$ cat config.mk
export PLATFORM = sky130hd
export DESIGN_NAME = sbct_timer
export DESIGN_NICKNAME = d
export VERILOG_FILES = /design/src/sbct_half.v /design/src/sbct_timer.v
export VERILOG_INCLUDE_DIRS = /design/src /design/src/include
export SDC_FILE = /design/constraint.sdc
export NUM_CORES = 1
export LEC_CHECK = 0
export ABC_AREA = 1
export BUFFER_PORTS_ARGS = -buffer_cell sky130_fd_sc_hd__buf_2
export CORE_UTILIZATION = 41
export CTS_CLUSTER_DIAMETER = 200
export DETAILED_ROUTE_END_ITERATION = 8
export SKIP_CTS_REPAIR_TIMING = 1
export SLEW_MARGIN = 20
export SYNTH_ARGS = -nofsm -noshare
export SYNTH_HDL_FRONTEND = slang
export SYNTH_HIERARCHICAL = 1
export SYNTH_SLANG_ARGS = --single-unit
$ cat constraint.sdc
create_clock -name mclk -period 7.35 [get_ports mclk]
set_input_delay 0.3675 -clock mclk [delete_from_list [all_inputs] [get_ports mclk]]
set_output_delay 0.3675 -clock mclk [all_outputs]
set_load 0.03 [all_outputs]
$ cat src/include/sbct_map.vh
// Purpose: register map, field positions and codes of the compare timer
// Assumes: 8-bit internal peripheral bus with 16-bit byte addresses
// Notes:   included by every design file of the timer
`ifndef SBCT_MAP_VH
`define SBCT_MAP_VH

// ----------------------------------------------------------------
// register byte addresses
// ----------------------------------------------------------------
`define SBCT_ADDR_CTRL     16'hffb6
`define SBCT_ADDR_STAT     16'hffb7
`define SBCT_ADDR_CNT_HI   16'hffb8
`define SBCT_ADDR_CNT_LO   16'hffb9
`define SBCT_ADDR_CMP_HI   16'hffba
`define SBCT_ADDR_CMP_LO   16'hffbb

// ----------------------------------------------------------------
// reset values and read answers
// ----------------------------------------------------------------
`define SBCT_CTRL_RST      8'h00
`define SBCT_STAT_RST      8'h00
`define SBCT_CNT_RST       8'h00
`define SBCT_CMP_RST       8'hff
`define SBCT_RD_NONE       8'hff
`define SBCT_RD_IDLE       8'h00
`define SBCT_BYTE_MAX      8'hff
`define SBCT_WORD_MAX      16'hffff

// ----------------------------------------------------------------
// control fields
// ----------------------------------------------------------------
`define SBCT_C_TOLH        7
`define SBCT_C_CKSH_TOP    6
`define SBCT_C_CKSH_LO     4
`define SBCT_C_TOLL        3
`define SBCT_C_CKSL_TOP    2
`define SBCT_C_CKSL_LO     0

// ----------------------------------------------------------------
// status fields
// ----------------------------------------------------------------
`define SBCT_S_HIGH_OVERFLOW_FLAG        7
`define SBCT_S_HIGH_COMPARE_MATCH_FLAG        6
`define SBCT_S_OVIEH       5
`define SBCT_S_HIGH_COUNTER_CLEAR_ON_MATCH       4
`define SBCT_S_OVFL        3
`define SBCT_S_CMFL        2
`define SBCT_S_OVIEL       1
`define SBCT_S_CCLRL       0

// ----------------------------------------------------------------
// clock select codes
// ----------------------------------------------------------------
`define SBCT_CK_DIV32      2'b00
`define SBCT_CK_DIV16      2'b01
`define SBCT_CK_DIV4       2'b10
`define SBCT_CK_WDIV4      2'b11

// ----------------------------------------------------------------
// prescaler
// ----------------------------------------------------------------
`define SBCT_PRE_W         5
`define SBCT_PRE_32        5'h1f
`define SBCT_PRE_16        4'hf
`define SBCT_PRE_4         2'h3
`define SBCT_WDIV_LAST     2'h3

`endif

$ cat src/sbct_half.v
// Purpose: one 8-bit counter half with clear and load
// Assumes: tick is a one-cycle pulse in the mclk domain
// Notes:   load wins over tick and clear
`timescale 1ns/10ps
`include "sbct_map.vh"

module sbct_half (
  mclk,
  rst_n,
  tick,
  clr,
  load,
  load_val,
  cnt,
  carry
);
  input  wire       mclk;
  input  wire       rst_n;
  input  wire       tick;
  input  wire       clr;
  input  wire       load;
  input  wire [7:0] load_val;
  output wire [7:0] cnt;
  output wire       carry;

  reg [7:0] cnt_reg;
  reg [7:0] cnt_next;

  always @* begin
    cnt_next = cnt_reg;
    if (load) begin
      cnt_next = load_val;
    end else if (tick && clr) begin
      cnt_next = `SBCT_CNT_RST;
    end else if (tick) begin
      cnt_next = cnt_reg + 8'h01;
    end
  end

  always @(posedge mclk or negedge rst_n) begin
    if (!rst_n) begin
      cnt_reg <= `SBCT_CNT_RST;
    end else begin
      cnt_reg <= cnt_next;
    end
  end

  assign cnt   = cnt_reg;
  assign carry = tick && !clr && !load && (cnt_reg == `SBCT_BYTE_MAX);

endmodule // sbct_half

$ cat src/sbct_timer.v
// Purpose: sixteen-bit compare timer, splittable into two 8-bit timers
// Assumes: single-cycle bus strobes; pins asynchronous to mclk
// Notes:   read data answers one cycle after the read strobe
`timescale 1ns/10ps
`include "sbct_map.vh"

module sbct_timer (
  mclk,
  rst_n,
  bus_addr,
  bus_wdata,
  bus_wr,
  bus_rd,
  bus_rdata,
  ext_event_pin,
  watch_clk_pin,
  watch_mode,
  module_standby,
  high_timer_irq_enable,
  low_timer_irq_enable,
  high_irq_req,
  low_irq_req,
  high_toggle_output_pin,
  low_toggle_output_pin
);
  input  wire        mclk;
  input  wire        rst_n;
  input  wire [15:0] bus_addr;
  input  wire [7:0]  bus_wdata;
  input  wire        bus_wr;
  input  wire        bus_rd;
  output wire [7:0]  bus_rdata;
  input  wire        ext_event_pin;
  input  wire        watch_clk_pin;
  input  wire        watch_mode;
  input  wire        module_standby;
  input  wire        high_timer_irq_enable;
  input  wire        low_timer_irq_enable;
  output wire        high_irq_req;
  output wire        low_irq_req;
  output wire        high_toggle_output_pin;
  output wire        low_toggle_output_pin;

  // ----------------------------------------------------------------
  // state
  // ----------------------------------------------------------------
  reg [7:0]              ctrl_reg;
  reg [7:0]              stat_reg;
  reg [7:0]              stat_next;
  reg [7:0]              cmp_hi_reg;
  reg [7:0]              cmp_lo_reg;
  reg [7:0]              temp_reg;
  reg [7:0]              rdata_reg;
  reg [7:0]              rdata_next;
  reg                    tmo_hi_reg;
  reg                    tmo_lo_reg;
  reg                    irq_hi_reg;
  reg                    irq_lo_reg;
  reg [`SBCT_PRE_W-1:0]  pre_reg;
  reg [1:0]              wdiv_reg;
  reg                    ext_s1_reg;
  reg                    ext_s2_reg;
  reg                    ext_s3_reg;
  reg                    wclk_s1_reg;
  reg                    wclk_s2_reg;
  reg                    wclk_s3_reg;

  wire [7:0]  cnt_hi;
  wire [7:0]  cnt_lo;
  wire        carry_hi;
  wire        carry_lo;
  wire [15:0] cnt_word;
  wire [15:0] cmp_word;

  // ----------------------------------------------------------------
  // field decode
  // ----------------------------------------------------------------
  wire       split    = ctrl_reg[`SBCT_C_CKSH_TOP];
  wire [2:0] sel_lo   = ctrl_reg[`SBCT_C_CKSL_TOP:`SBCT_C_CKSL_LO];
  wire [1:0] sel_hi   = ctrl_reg[`SBCT_C_CKSH_TOP-1:`SBCT_C_CKSH_LO];
  wire       cclr_hi  = stat_reg[`SBCT_S_HIGH_COUNTER_CLEAR_ON_MATCH];
  wire       cclr_lo  = stat_reg[`SBCT_S_CCLRL];
  wire       running  = !module_standby;

  assign cnt_word = {cnt_hi, cnt_lo};
  assign cmp_word = {cmp_hi_reg, cmp_lo_reg};

  // ----------------------------------------------------------------
  // bus decode
  // ----------------------------------------------------------------
  wire acc_ok   = running;
  wire wr_ctrl  = bus_wr && acc_ok && (bus_addr == `SBCT_ADDR_CTRL);
  wire wr_stat  = bus_wr && acc_ok && (bus_addr == `SBCT_ADDR_STAT);
  wire wr_cnth  = bus_wr && acc_ok && (bus_addr == `SBCT_ADDR_CNT_HI);
  wire wr_cntl  = bus_wr && acc_ok && (bus_addr == `SBCT_ADDR_CNT_LO);
  wire wr_cmph  = bus_wr && acc_ok && (bus_addr == `SBCT_ADDR_CMP_HI);
  wire wr_cmpl  = bus_wr && acc_ok && (bus_addr == `SBCT_ADDR_CMP_LO);
  wire rd_cnth  = bus_rd && acc_ok && (bus_addr == `SBCT_ADDR_CNT_HI);

  // ----------------------------------------------------------------
  // pin synchronisers and edge detect
  // ----------------------------------------------------------------
  always @(posedge mclk or negedge rst_n) begin
    if (!rst_n) begin
      ext_s1_reg  <= 1'b0;
      ext_s2_reg  <= 1'b0;
      ext_s3_reg  <= 1'b0;
      wclk_s1_reg <= 1'b0;
      wclk_s2_reg <= 1'b0;
      wclk_s3_reg <= 1'b0;
    end else begin
      ext_s1_reg  <= ext_event_pin;
      ext_s2_reg  <= ext_s1_reg;
      ext_s3_reg  <= ext_s2_reg;
      wclk_s1_reg <= watch_clk_pin;
      wclk_s2_reg <= wclk_s1_reg;
      wclk_s3_reg <= wclk_s2_reg;
    end
  end

  wire ext_tick  = ext_s2_reg && !ext_s3_reg;
  wire wclk_edge = wclk_s2_reg && !wclk_s3_reg;

  // ----------------------------------------------------------------
  // prescalers
  // ----------------------------------------------------------------
  always @(posedge mclk or negedge rst_n) begin
    if (!rst_n) begin
      pre_reg  <= {`SBCT_PRE_W{1'b0}};
      wdiv_reg <= 2'b00;
    end else if (running) begin
      pre_reg <= pre_reg + {{(`SBCT_PRE_W-1){1'b0}}, 1'b1};
      if (wclk_edge) begin
        wdiv_reg <= wdiv_reg + 2'b01;
      end
    end
  end

  wire t_div32 = (pre_reg == `SBCT_PRE_32);
  wire t_div16 = (pre_reg[3:0] == `SBCT_PRE_16);
  wire t_div4  = (pre_reg[1:0] == `SBCT_PRE_4);
  wire t_wdiv4 = wclk_edge && (wdiv_reg == `SBCT_WDIV_LAST);

  // ----------------------------------------------------------------
  // clock selection and low-power gating
  // ----------------------------------------------------------------
  reg raw_lo;
  reg raw_hi;
  reg keep_lo;
  reg keep_hi;

  always @* begin
    raw_lo  = 1'b0;
    keep_lo = 1'b0;
    if (!sel_lo[2]) begin
      raw_lo  = ext_tick;
      keep_lo = 1'b1;
    end else begin
      case (sel_lo[1:0])
        `SBCT_CK_DIV32: raw_lo = t_div32;
        `SBCT_CK_DIV16: raw_lo = t_div16;
        `SBCT_CK_DIV4:  raw_lo = t_div4;
        `SBCT_CK_WDIV4: begin
          raw_lo  = t_wdiv4;
          keep_lo = 1'b1;
        end
        default:        raw_lo = 1'b0;
      endcase
    end
  end

  always @* begin
    raw_hi  = 1'b0;
    keep_hi = 1'b0;
    case (sel_hi)
      `SBCT_CK_DIV32: raw_hi = t_div32;
      `SBCT_CK_DIV16: raw_hi = t_div16;
      `SBCT_CK_DIV4:  raw_hi = t_div4;
      `SBCT_CK_WDIV4: begin
        raw_hi  = t_wdiv4;
        keep_hi = 1'b1;
      end
      default:        raw_hi = 1'b0;
    endcase
  end

  // other clocks are lost in watch mode
  wire tick_lo = running && raw_lo && (!watch_mode || keep_lo);
  wire tick_hi8 = running && raw_hi && (!watch_mode || keep_hi);

  // ----------------------------------------------------------------
  // compare and clear
  // ----------------------------------------------------------------
  wire at_cmp16 = (cnt_word == cmp_word);
  wire at_cmph  = (cnt_hi == cmp_hi_reg);
  wire at_cmpl  = (cnt_lo == cmp_lo_reg);
  wire clr16    = !split && cclr_hi && at_cmp16;
  wire clr_hi8  = split && cclr_hi && at_cmph;
  wire clr_lo8  = split && cclr_lo && at_cmpl;

  wire load16   = !split && wr_cntl;
  wire load_hi  = load16 || (split && wr_cnth);
  wire load_lo  = load16 || (split && wr_cntl);
  wire [7:0] ld_hi_val = split ? bus_wdata : temp_reg;

  wire tick_hi  = split ? tick_hi8 : (carry_lo || (tick_lo && clr16));

  sbct_half u_half_hi (
    .mclk     (mclk),
    .rst_n    (rst_n),
    .tick     (tick_hi),
    .clr      (split ? clr_hi8 : clr16),
    .load     (load_hi),
    .load_val (ld_hi_val),
    .cnt      (cnt_hi),
    .carry    (carry_hi)
  );

  sbct_half u_half_lo (
    .mclk     (mclk),
    .rst_n    (rst_n),
    .tick     (tick_lo),
    .clr      (split ? clr_lo8 : clr16),
    .load     (load_lo),
    .load_val (bus_wdata),
    .cnt      (cnt_lo),
    .carry    (carry_lo)
  );

  // events: a match is the tick that brings the count onto the compare value
  wire nx16_eq = ((cnt_word + 16'h0001) == cmp_word);
  wire nxh_eq  = ((cnt_hi + 8'h01) == cmp_hi_reg);
  wire nxl_eq  = ((cnt_lo + 8'h01) == cmp_lo_reg);
  wire match_hi = split ? (tick_hi8 && !clr_hi8 && nxh_eq && !load_hi)
                        : (tick_lo && !clr16 && nx16_eq && !load16);
  wire match_lo = split && tick_lo && !clr_lo8 && nxl_eq && !load_lo;
  wire ovf_hi   = carry_hi;
  wire ovf_lo   = split && carry_lo;

  // ----------------------------------------------------------------
  // control register
  // ----------------------------------------------------------------
  always @(posedge mclk or negedge rst_n) begin
    if (!rst_n) begin
      ctrl_reg <= `SBCT_CTRL_RST;
    end else if (wr_ctrl) begin
      ctrl_reg <= bus_wdata;
    end
  end

  // ----------------------------------------------------------------
  // status register: flags cleared by writing zero, event wins
  // ----------------------------------------------------------------
  always @* begin
    stat_next = stat_reg;
    if (wr_stat) begin
      stat_next[`SBCT_S_OVIEH] = bus_wdata[`SBCT_S_OVIEH];
      stat_next[`SBCT_S_HIGH_COUNTER_CLEAR_ON_MATCH] = bus_wdata[`SBCT_S_HIGH_COUNTER_CLEAR_ON_MATCH];
      stat_next[`SBCT_S_OVIEL] = bus_wdata[`SBCT_S_OVIEL];
      stat_next[`SBCT_S_CCLRL] = bus_wdata[`SBCT_S_CCLRL];
      stat_next[`SBCT_S_HIGH_OVERFLOW_FLAG]  = stat_reg[`SBCT_S_HIGH_OVERFLOW_FLAG] & bus_wdata[`SBCT_S_HIGH_OVERFLOW_FLAG];
      stat_next[`SBCT_S_HIGH_COMPARE_MATCH_FLAG]  = stat_reg[`SBCT_S_HIGH_COMPARE_MATCH_FLAG] & bus_wdata[`SBCT_S_HIGH_COMPARE_MATCH_FLAG];
      stat_next[`SBCT_S_OVFL]  = stat_reg[`SBCT_S_OVFL] & bus_wdata[`SBCT_S_OVFL];
      stat_next[`SBCT_S_CMFL]  = stat_reg[`SBCT_S_CMFL] & bus_wdata[`SBCT_S_CMFL];
    end
    if (ovf_hi) begin
      stat_next[`SBCT_S_HIGH_OVERFLOW_FLAG] = 1'b1;
    end
    if (match_hi) begin
      stat_next[`SBCT_S_HIGH_COMPARE_MATCH_FLAG] = 1'b1;
    end
    if (ovf_lo) begin
      stat_next[`SBCT_S_OVFL] = 1'b1;
    end
    if (match_lo) begin
      stat_next[`SBCT_S_CMFL] = 1'b1;
    end
  end

  always @(posedge mclk or negedge rst_n) begin
    if (!rst_n) begin
      stat_reg <= `SBCT_STAT_RST;
    end else begin
      stat_reg <= stat_next;
    end
  end

  // ----------------------------------------------------------------
  // compare registers and holding latch
  // ----------------------------------------------------------------
  always @(posedge mclk or negedge rst_n) begin
    if (!rst_n) begin
      cmp_hi_reg <= `SBCT_CMP_RST;
      cmp_lo_reg <= `SBCT_CMP_RST;
      temp_reg   <= `SBCT_CNT_RST;
    end else begin
      if (!split && (wr_cnth || wr_cmph)) begin
        temp_reg <= bus_wdata;
      end else if (!split && rd_cnth) begin
        temp_reg <= cnt_lo;
      end
      if (wr_cmpl) begin
        cmp_lo_reg <= bus_wdata;
        if (!split) begin
          cmp_hi_reg <= temp_reg;
        end
      end
      if (split && wr_cmph) begin
        cmp_hi_reg <= bus_wdata;
      end
    end
  end

  // ----------------------------------------------------------------
  // read data
  // ----------------------------------------------------------------
  always @* begin
    rdata_next = `SBCT_RD_IDLE;
    if (bus_rd && acc_ok) begin
      case (bus_addr)
        `SBCT_ADDR_CTRL:   rdata_next = `SBCT_RD_NONE;
        `SBCT_ADDR_STAT:   rdata_next = stat_reg;
        `SBCT_ADDR_CNT_HI: rdata_next = cnt_hi;
        `SBCT_ADDR_CNT_LO: rdata_next = split ? cnt_lo : temp_reg;
        `SBCT_ADDR_CMP_HI: rdata_next = cmp_hi_reg;
        `SBCT_ADDR_CMP_LO: rdata_next = cmp_lo_reg;
        default:           rdata_next = `SBCT_RD_NONE;
      endcase
    end
  end

  always @(posedge mclk or negedge rst_n) begin
    if (!rst_n) begin
      rdata_reg <= `SBCT_RD_IDLE;
    end else begin
      rdata_reg <= rdata_next;
    end
  end

  // ----------------------------------------------------------------
  // toggle outputs: a control write wins over a simultaneous match
  // ----------------------------------------------------------------
  always @(posedge mclk or negedge rst_n) begin
    if (!rst_n) begin
      tmo_hi_reg <= 1'b0;
      tmo_lo_reg <= 1'b0;
    end else if (wr_ctrl) begin
      tmo_hi_reg <= bus_wdata[`SBCT_C_TOLH];
      tmo_lo_reg <= bus_wdata[`SBCT_C_TOLL];
    end else begin
      if (match_hi) begin
        tmo_hi_reg <= !tmo_hi_reg;
      end
      if (match_lo) begin
        tmo_lo_reg <= !tmo_lo_reg;
      end
    end
  end

  // ----------------------------------------------------------------
  // interrupt requests
  // ----------------------------------------------------------------
  always @(posedge mclk or negedge rst_n) begin
    if (!rst_n) begin
      irq_hi_reg <= 1'b0;
      irq_lo_reg <= 1'b0;
    end else begin
      irq_hi_reg <= high_timer_irq_enable &&
                    (stat_reg[`SBCT_S_HIGH_COMPARE_MATCH_FLAG] ||
                     (stat_reg[`SBCT_S_HIGH_OVERFLOW_FLAG] && stat_reg[`SBCT_S_OVIEH]));
      irq_lo_reg <= split && low_timer_irq_enable &&
                    (stat_reg[`SBCT_S_CMFL] ||
                     (stat_reg[`SBCT_S_OVFL] && stat_reg[`SBCT_S_OVIEL]));
    end
  end

  assign bus_rdata              = rdata_reg;
  assign high_irq_req           = irq_hi_reg;
  assign low_irq_req            = irq_lo_reg;
  assign high_toggle_output_pin = tmo_hi_reg;
  assign low_toggle_output_pin  = tmo_lo_reg;

endmodule // sbct_timer

# --- Yosys cells after proc, flatten, opt, wreduce, memory -nomap -nowiden ---
# Index checks and enable logic that the tools add are counted.
# Widths: inputs -> output; s select.
op_classes:
  addsub: 5
  eq_ne: 25
  muxes: 34
  bitwise_logic: 5
  n_reduce_logical: 90
ops:
  columns: ["operator", "count"]
  rows:
  - ["$mux 8", 15]
  - ["$eq 16x16->1 const B", 6]
  - ["$logic_and 1x1->1", 53]
  - ["$pmux 8 s5", 1]
  - ["$eq 16x16->1", 2]
  - ["$eq 8x8->1", 4]
  - ["$add 16x1->16 const B", 1]
  - ["$add 8x1->8 const B", 2]
  - ["$eq 8x8->1 const B", 2]
  - ["$mux 1", 16]
  - ["$reduce_bool 2->1", 8]
  - ["$logic_not 1->1", 15]
  - ["$eq 2x2->1 const B", 6]
  - ["$logic_or 1x1->1", 8]
  - ["$pmux 1 s4", 2]
  - ["$reduce_bool 3->1", 2]
  - ["$add 5x1->5 const B", 1]
  - ["$eq 5x5->1 const B", 1]
  - ["$and 1x1->1", 4]
  - ["$eq 2x1->1 const B", 2]
  - ["$eq 4x4->1 const B", 1]
  - ["$logic_not 2->1", 2]
  - ["$reduce_and 2->1", 2]
  - ["$add 2x1->2 const B", 1]
  - ["2 further kinds", 2]
totals:
  regBits: 80
  in_bits: 34
  out_inout_bits: 12
  wordCells: 183

# --- Depth between registers and ports, before layout ---
logic_depth:
  ltp_word: 16
  depth_mapped: 20
  mapped_depth_nobuf: 20

# --- Hierarchy ---
# Netlist, hierarchy kept.
modules_own_cells:
  columns: ["mod", "n_inst", "cells_each", "area_per_inst_um2", "seq_area_each_um2"]
  rows:
  - ["sbct_timer", 1, 624, 4354.2, 1596.5]
  - ["sbct_half", 2, 71, 545.5, 200.2]

# --- Worst setup path after synthesis ---
# Ideal clock, no wire load.
synth_path:
  kind: "register to register"
  from: "register u_half_lo.cnt_reg[3], in the netlist u_half_lo/cnt[3]"
  to: "register u_half_hi.cnt_reg[3], in the netlist u_half_hi/cnt[3]"
  setup_ns: 0.118
  arrival_time_ns: 2.480
  t_required_ns: 7.232
  slack_ns: 4.752
  path_stages_with_launch: 19
  n_path_buf: 0
  synth_period_minus_slack_ns: 2.598
  path_cell_list: "dfrtp_1 inv_1 nand2_1 nand2_1 nand2_1 nor2_1 nand3_1 nor2_1 or2_2 nor2_4 nand2_2 nor3_2 inv_1 a31oi_1 nor2_4 inv_4 nand3_1 nand3_1 nand2_1"
synth_via:
  elab_chain_len: 12
  word_cells_on_any_way: 18
synth_lines:
  columns: ["element", "line", "source"]
  rows:
  - ["start, declared", "sbct_half.v:26", "reg [7:0] cnt_reg;"]
  - ["start signal, assigned", "sbct_half.v:42", "cnt_reg <= `SBCT_CNT_RST;"]
  - ["start signal, assigned", "sbct_half.v:44", "cnt_reg <= cnt_next;"]
  - ["$eq 16x16->1 or $eq 8x8->1 (tied branches)", "sbct_timer.v:194, sbct_timer.v:196", null]
  - ["$logic_and 1x1->1 (on tied branches)", "sbct_timer.v:197, sbct_timer.v:199", null]
  - ["$mux 1", "sbct_timer.v:223", ".clr (split ? clr_lo8 : clr16),"]
  - ["$logic_not 1->1", "sbct_half.v:49", "assign carry = tick && !clr && !load && (cnt_reg == `SBCT_BYTE_MAX);"]
  - ["$logic_and 1x1->1 (2 in series)", "sbct_half.v:49", null]
  - ["$logic_and 1x1->1 *", "sbct_half.v:49", null]
  - ["named net carry_lo", "sbct_timer.v:71", "wire carry_lo;"]
  - ["$logic_or 1x1->1 *", "sbct_timer.v:206", "wire tick_hi = split ? tick_hi8 : (carry_lo || (tick_lo && clr16));"]
  - ["$mux 1 *", "sbct_timer.v:206", null]
  - ["named net tick_hi", "sbct_timer.v:206", null]
  - ["$logic_and 1x1->1", "sbct_half.v:33", "end else if (tick && clr) begin"]
  - ["$mux 8", "sbct_half.v:33", null]
  - ["$mux 8", "sbct_half.v:31", "if (load) begin"]
  - ["end signal, assigned", "sbct_half.v:42", null]
  - ["end signal, assigned", "sbct_half.v:44", null]
  - ["end, declared", "sbct_half.v:26", null]
# The timed path passes the listed nets; every way through them passes the cells marked *.
# A chain may end at the register's enable or synchronous reset.

# --- Worst setup path in the final report ---
layout_path:
  from: "register ctrl_reg[6]"
  to: "register u_half_hi.cnt_reg[5], in the netlist u_half_hi/cnt[5]"
layout_via:
  elab_chain_len: 13
  word_cells_on_any_way: 27
layout_lines:
  columns: ["element", "line", "source"]
  rows:
  - ["start, declared", "sbct_timer.v:47", "reg [7:0] ctrl_reg;"]
  - ["start signal, assigned", "sbct_timer.v:245", "ctrl_reg <= `SBCT_CTRL_RST;"]
  - ["start signal, assigned", "sbct_timer.v:247", "ctrl_reg <= bus_wdata;"]
  - ["$logic_not 1->1", null, null]
  - ["$logic_and 1x1->1 (2 in series)", "sbct_timer.v:197", "wire clr16 = !split && cclr_hi && at_cmp16;"]
  - ["$mux 1", "sbct_timer.v:223", null]
  - ["$logic_not 1->1", "sbct_half.v:49", null]
  - ["$logic_and 1x1->1", "sbct_half.v:49", null]
  - ["$logic_and 1x1->1 * (2 in series)", "sbct_half.v:49", null]
  - ["named net carry_lo", "sbct_timer.v:71", null]
  - ["$logic_or 1x1->1 *", "sbct_timer.v:206", null]
  - ["$mux 1 *", "sbct_timer.v:206", null]
  - ["named net tick_hi", "sbct_timer.v:206", null]
  - ["$logic_and 1x1->1", "sbct_half.v:33", null]
  - ["$mux 8", "sbct_half.v:33", null]
  - ["$mux 8", "sbct_half.v:31", null]
# Marked as above.

==> results_dict.tcl <==
set metrics [dict create \
    outcome "finished clean" \
    synth.cell_area_um2 5445 \
    synth-compound-area-share_pct 14.48 \
    via_per_inst 5.364 \
    place_worst_setup_slack_ns 4.136 \
    num_rows 41 \
    vias 5321 \
    nFillCells 1284 \
    layout_commonest_cell "nand2_1" \
    holdCritPathClass "in -> reg" \
    worstHoldStart "watch_clk_pin" \
    synth_area_per_cell_um2 7.109 \
    hpwl_um 13540 \
    grt_max_degree 57 \
    cp-startpoint "ctrl_reg[6]" \
    die_x_um 117.2 \
    min_period_ns 3.288 \
    tns_ns 0 \
    setup_violations 0 \
    final_antenna_net_count 0 \
    synthCells 766 \
    ys_seq_area_share_pct 36.67 \
    synth_adder_area_share_pct 1.608 \
    p_total_mw 1.216 \
    insertion_delay_ns 0.35 \
    worst_slew_pin_slew_ns 0.7385 \
    crit_path_max_incr_delay_ns 0.73 \
    hold_viol_final 0 \
    vdd_drop_max_mv 0.1644 \
    max_slew_margin_pct 50.46 \
    post_synth_xor_area_fraction_pct 2.091 \
    drive_gt1_share_pct 18.78 \
    async_flop_share_pct 100.0 \
    routedWlPerCell_um 17.60 \
    final_cell_mix "nand2_1, inv_1, dfrtp_1, nor2_1, nand3_1" \
    synth_nets 807 \
    clkTransAtPathRegs_ns 0.07 \
    worst_slack_ns 4.062 \
    r2r_start "ctrl_reg[6]" \
    end_kind "register" \
    dieArea_um2 13750 \
    fin_worst_skew_ns 0.008255 \
    wl_um 17460 \
    portBuffers 45 \
    synthMuxAreaShare_pct 0.2068 \
    cts_tree "built" \
    cts_root_buf "clkbuf_16" \
    synth.distinct_cells 50 \
    grt_pass1_vias 5036 \
    antenna_found_initial 0 \
    power_leakage_nw 3.181 \
    synth.area.top_cells "dfrtp_1, nand2_1, dfstp_2" \
    grt_pass1_wl_um 27550 \
    synth_top_family_by_area "simple AND/OR/NAND/NOR gates" \
    yosysWarningCount 6 \
    drtPass1Iterations 6 \
    drv_cap 0 \
    drt-initial-drc-count 418 \
    finalCritPeriodShare_pct 44.73 \
    cts_buffers 9 \
    die_h_um 117.2 \
    fin_nets 856 \
    rsz0062_at_grt "no" \
    grtUsageTotal_pct 27.53 \
    ys_seq_elements 79 \
    criticalPathCategory "reg -> reg" \
    drc_errors 0 \
    ioPinCount 46 \
    finalMaxSlewViolations 0 \
    clock.fmax_mhz 304.2 \
    synth_top_area_cell "dfrtp_1" \
    synthSimpleGateAreaFrac_pct 35.41 \
    slowest_stage "clkinv_1" \
    startpoint_type "register" \
    area_growth_pct 13.14 \
    start_util_pct 42.63 \
    timing.critical_path.fanout_max 35 \
    critPathRequiredTime_ns 7.60 \
    grt-ovfl-total 0 \
    powerDensity_nw_per_um2 197.4 \
    synth_edf_count 0 \
    ys.flop_type "dfrtp_1" \
    placeableCoreArea_um2 12770 \
    synth_top_area_share_pct 28.95 \
    ctsHtreeMaxLevel 3 \
    path_cells "clkinv_1, nor3_1, or2_2, nor2_4, nand2_2, nor3_2, inv_1, a31oi_1, nor2_4, inv_4, nand3_1, nand2_1, nand3_1, nand2_1" \
    n_antenna_cell 0 \
    clock-sinks 79 \
    routabilityCongestion 1.028 \
    arrival_ns 3.53 \
    clock_path_buffers 2 \
]
==> final timing paths <==
kind                                         end  slack (ns)  cells after the start
min in group asynchronous           bus_rdata[5]        0.45                      2
worst max-delay path            u_half_hi/cnt[5]        4.06                     14
worst min register to register       wclk_s2_reg        0.35                      0
max in group asynchronous       u_half_lo/cnt[1]        5.87                      3
worst max register to register  u_half_hi/cnt[5]        4.06                     14
worst min-delay path                 wclk_s1_reg        0.12                      1
==> report_power, final <==
group	leakage (nW)	switching [mW]	internal, mW
combinational	2.10	0.135	0.0743
clock	0.148	0.196	0.277
sequential	0.929	0.0632	0.471
total	3.18	0.394	0.822
==> Yosys cell counts, types with 4 or more instances <==
cell,n
ha_1,7
dfrtp_1,63
o21ai_0,50
a22oi_1,10
nor2_4,13
inv_2,14
o21ai_1,17
inv_1,101
xnor2_1,10
a21oi_1,8
o221ai_1,8
nor3_1,4
dfstp_2,16
a221oi_1,4
nand3_2,7
nor2_2,11
nand4_1,14
nor2_1,58
nand2_2,10
buf_2,4
nand2_1,229
nand3_1,56
o211ai_1,6
==> metrics by stage <==
| step | instance area, um^2 | cells | hold slack [ns] | utilization, % |
|---|---|---|---|---|
| 6_report | 6161 | 992 | 0.1174 | 48.23 |
| 5_1_grt | 6161 | 992 | 0.1107 | 48.23 |
| 4_1_cts | 6151 | 991 | -0.08364 | 48.15 |
| 3_3_place_gp | 5834 | 974 | 0.2892 | 45.68 |
| 2_1_floorplan | 5445 | 766 | 0.07191 | - |
| 3_5_place_dp | 5842 | 975 | 0.2943 | 45.73 |
==> layer usage <==
layer	vias to the layer above	GRT usage, %	part of all wire, %
li1	2590	-	-
met1	2471	36.67	44
met2	219	42.78	44
met3	41	6.282	7.9
met4	0	11.98	3.3
met5	-	0	0
==> cells by family after synthesis <==
kind of cell / count (synthesis)
flip-flops: 79
adder cells (fa/ha/maj): 7
AO/OA/AOI/OAI: 124
AND/OR/NAND/NOR: 412
XOR/XNOR: 13
multiplexers: 1
buffers and inverters: 130
==> area by class of cell <==
class	instances	area (um^2)	area share [%]
Timing Repair Buffer	48	252.7	4.102
Clock buffer	11	242.7	3.940
Tap cell	172	215.2	3.493
Inverter	120	457.9	7.433
Sequential cell	79	1997	32.41
Clock inverter	5	66.31	1.076
Multi-Input combinational cell	557	2929	47.54
==> worst max-delay path, delay by kind of cell (launching register included) <==
kind	cells	cell delay [ns]
flip-flops	1	0.62
AO/OA/AOI/OAI	1	0.24
AND/OR/NAND/NOR	10	1.40
buffers and inverters	3	0.91
(Power assumes the default switching activity.)
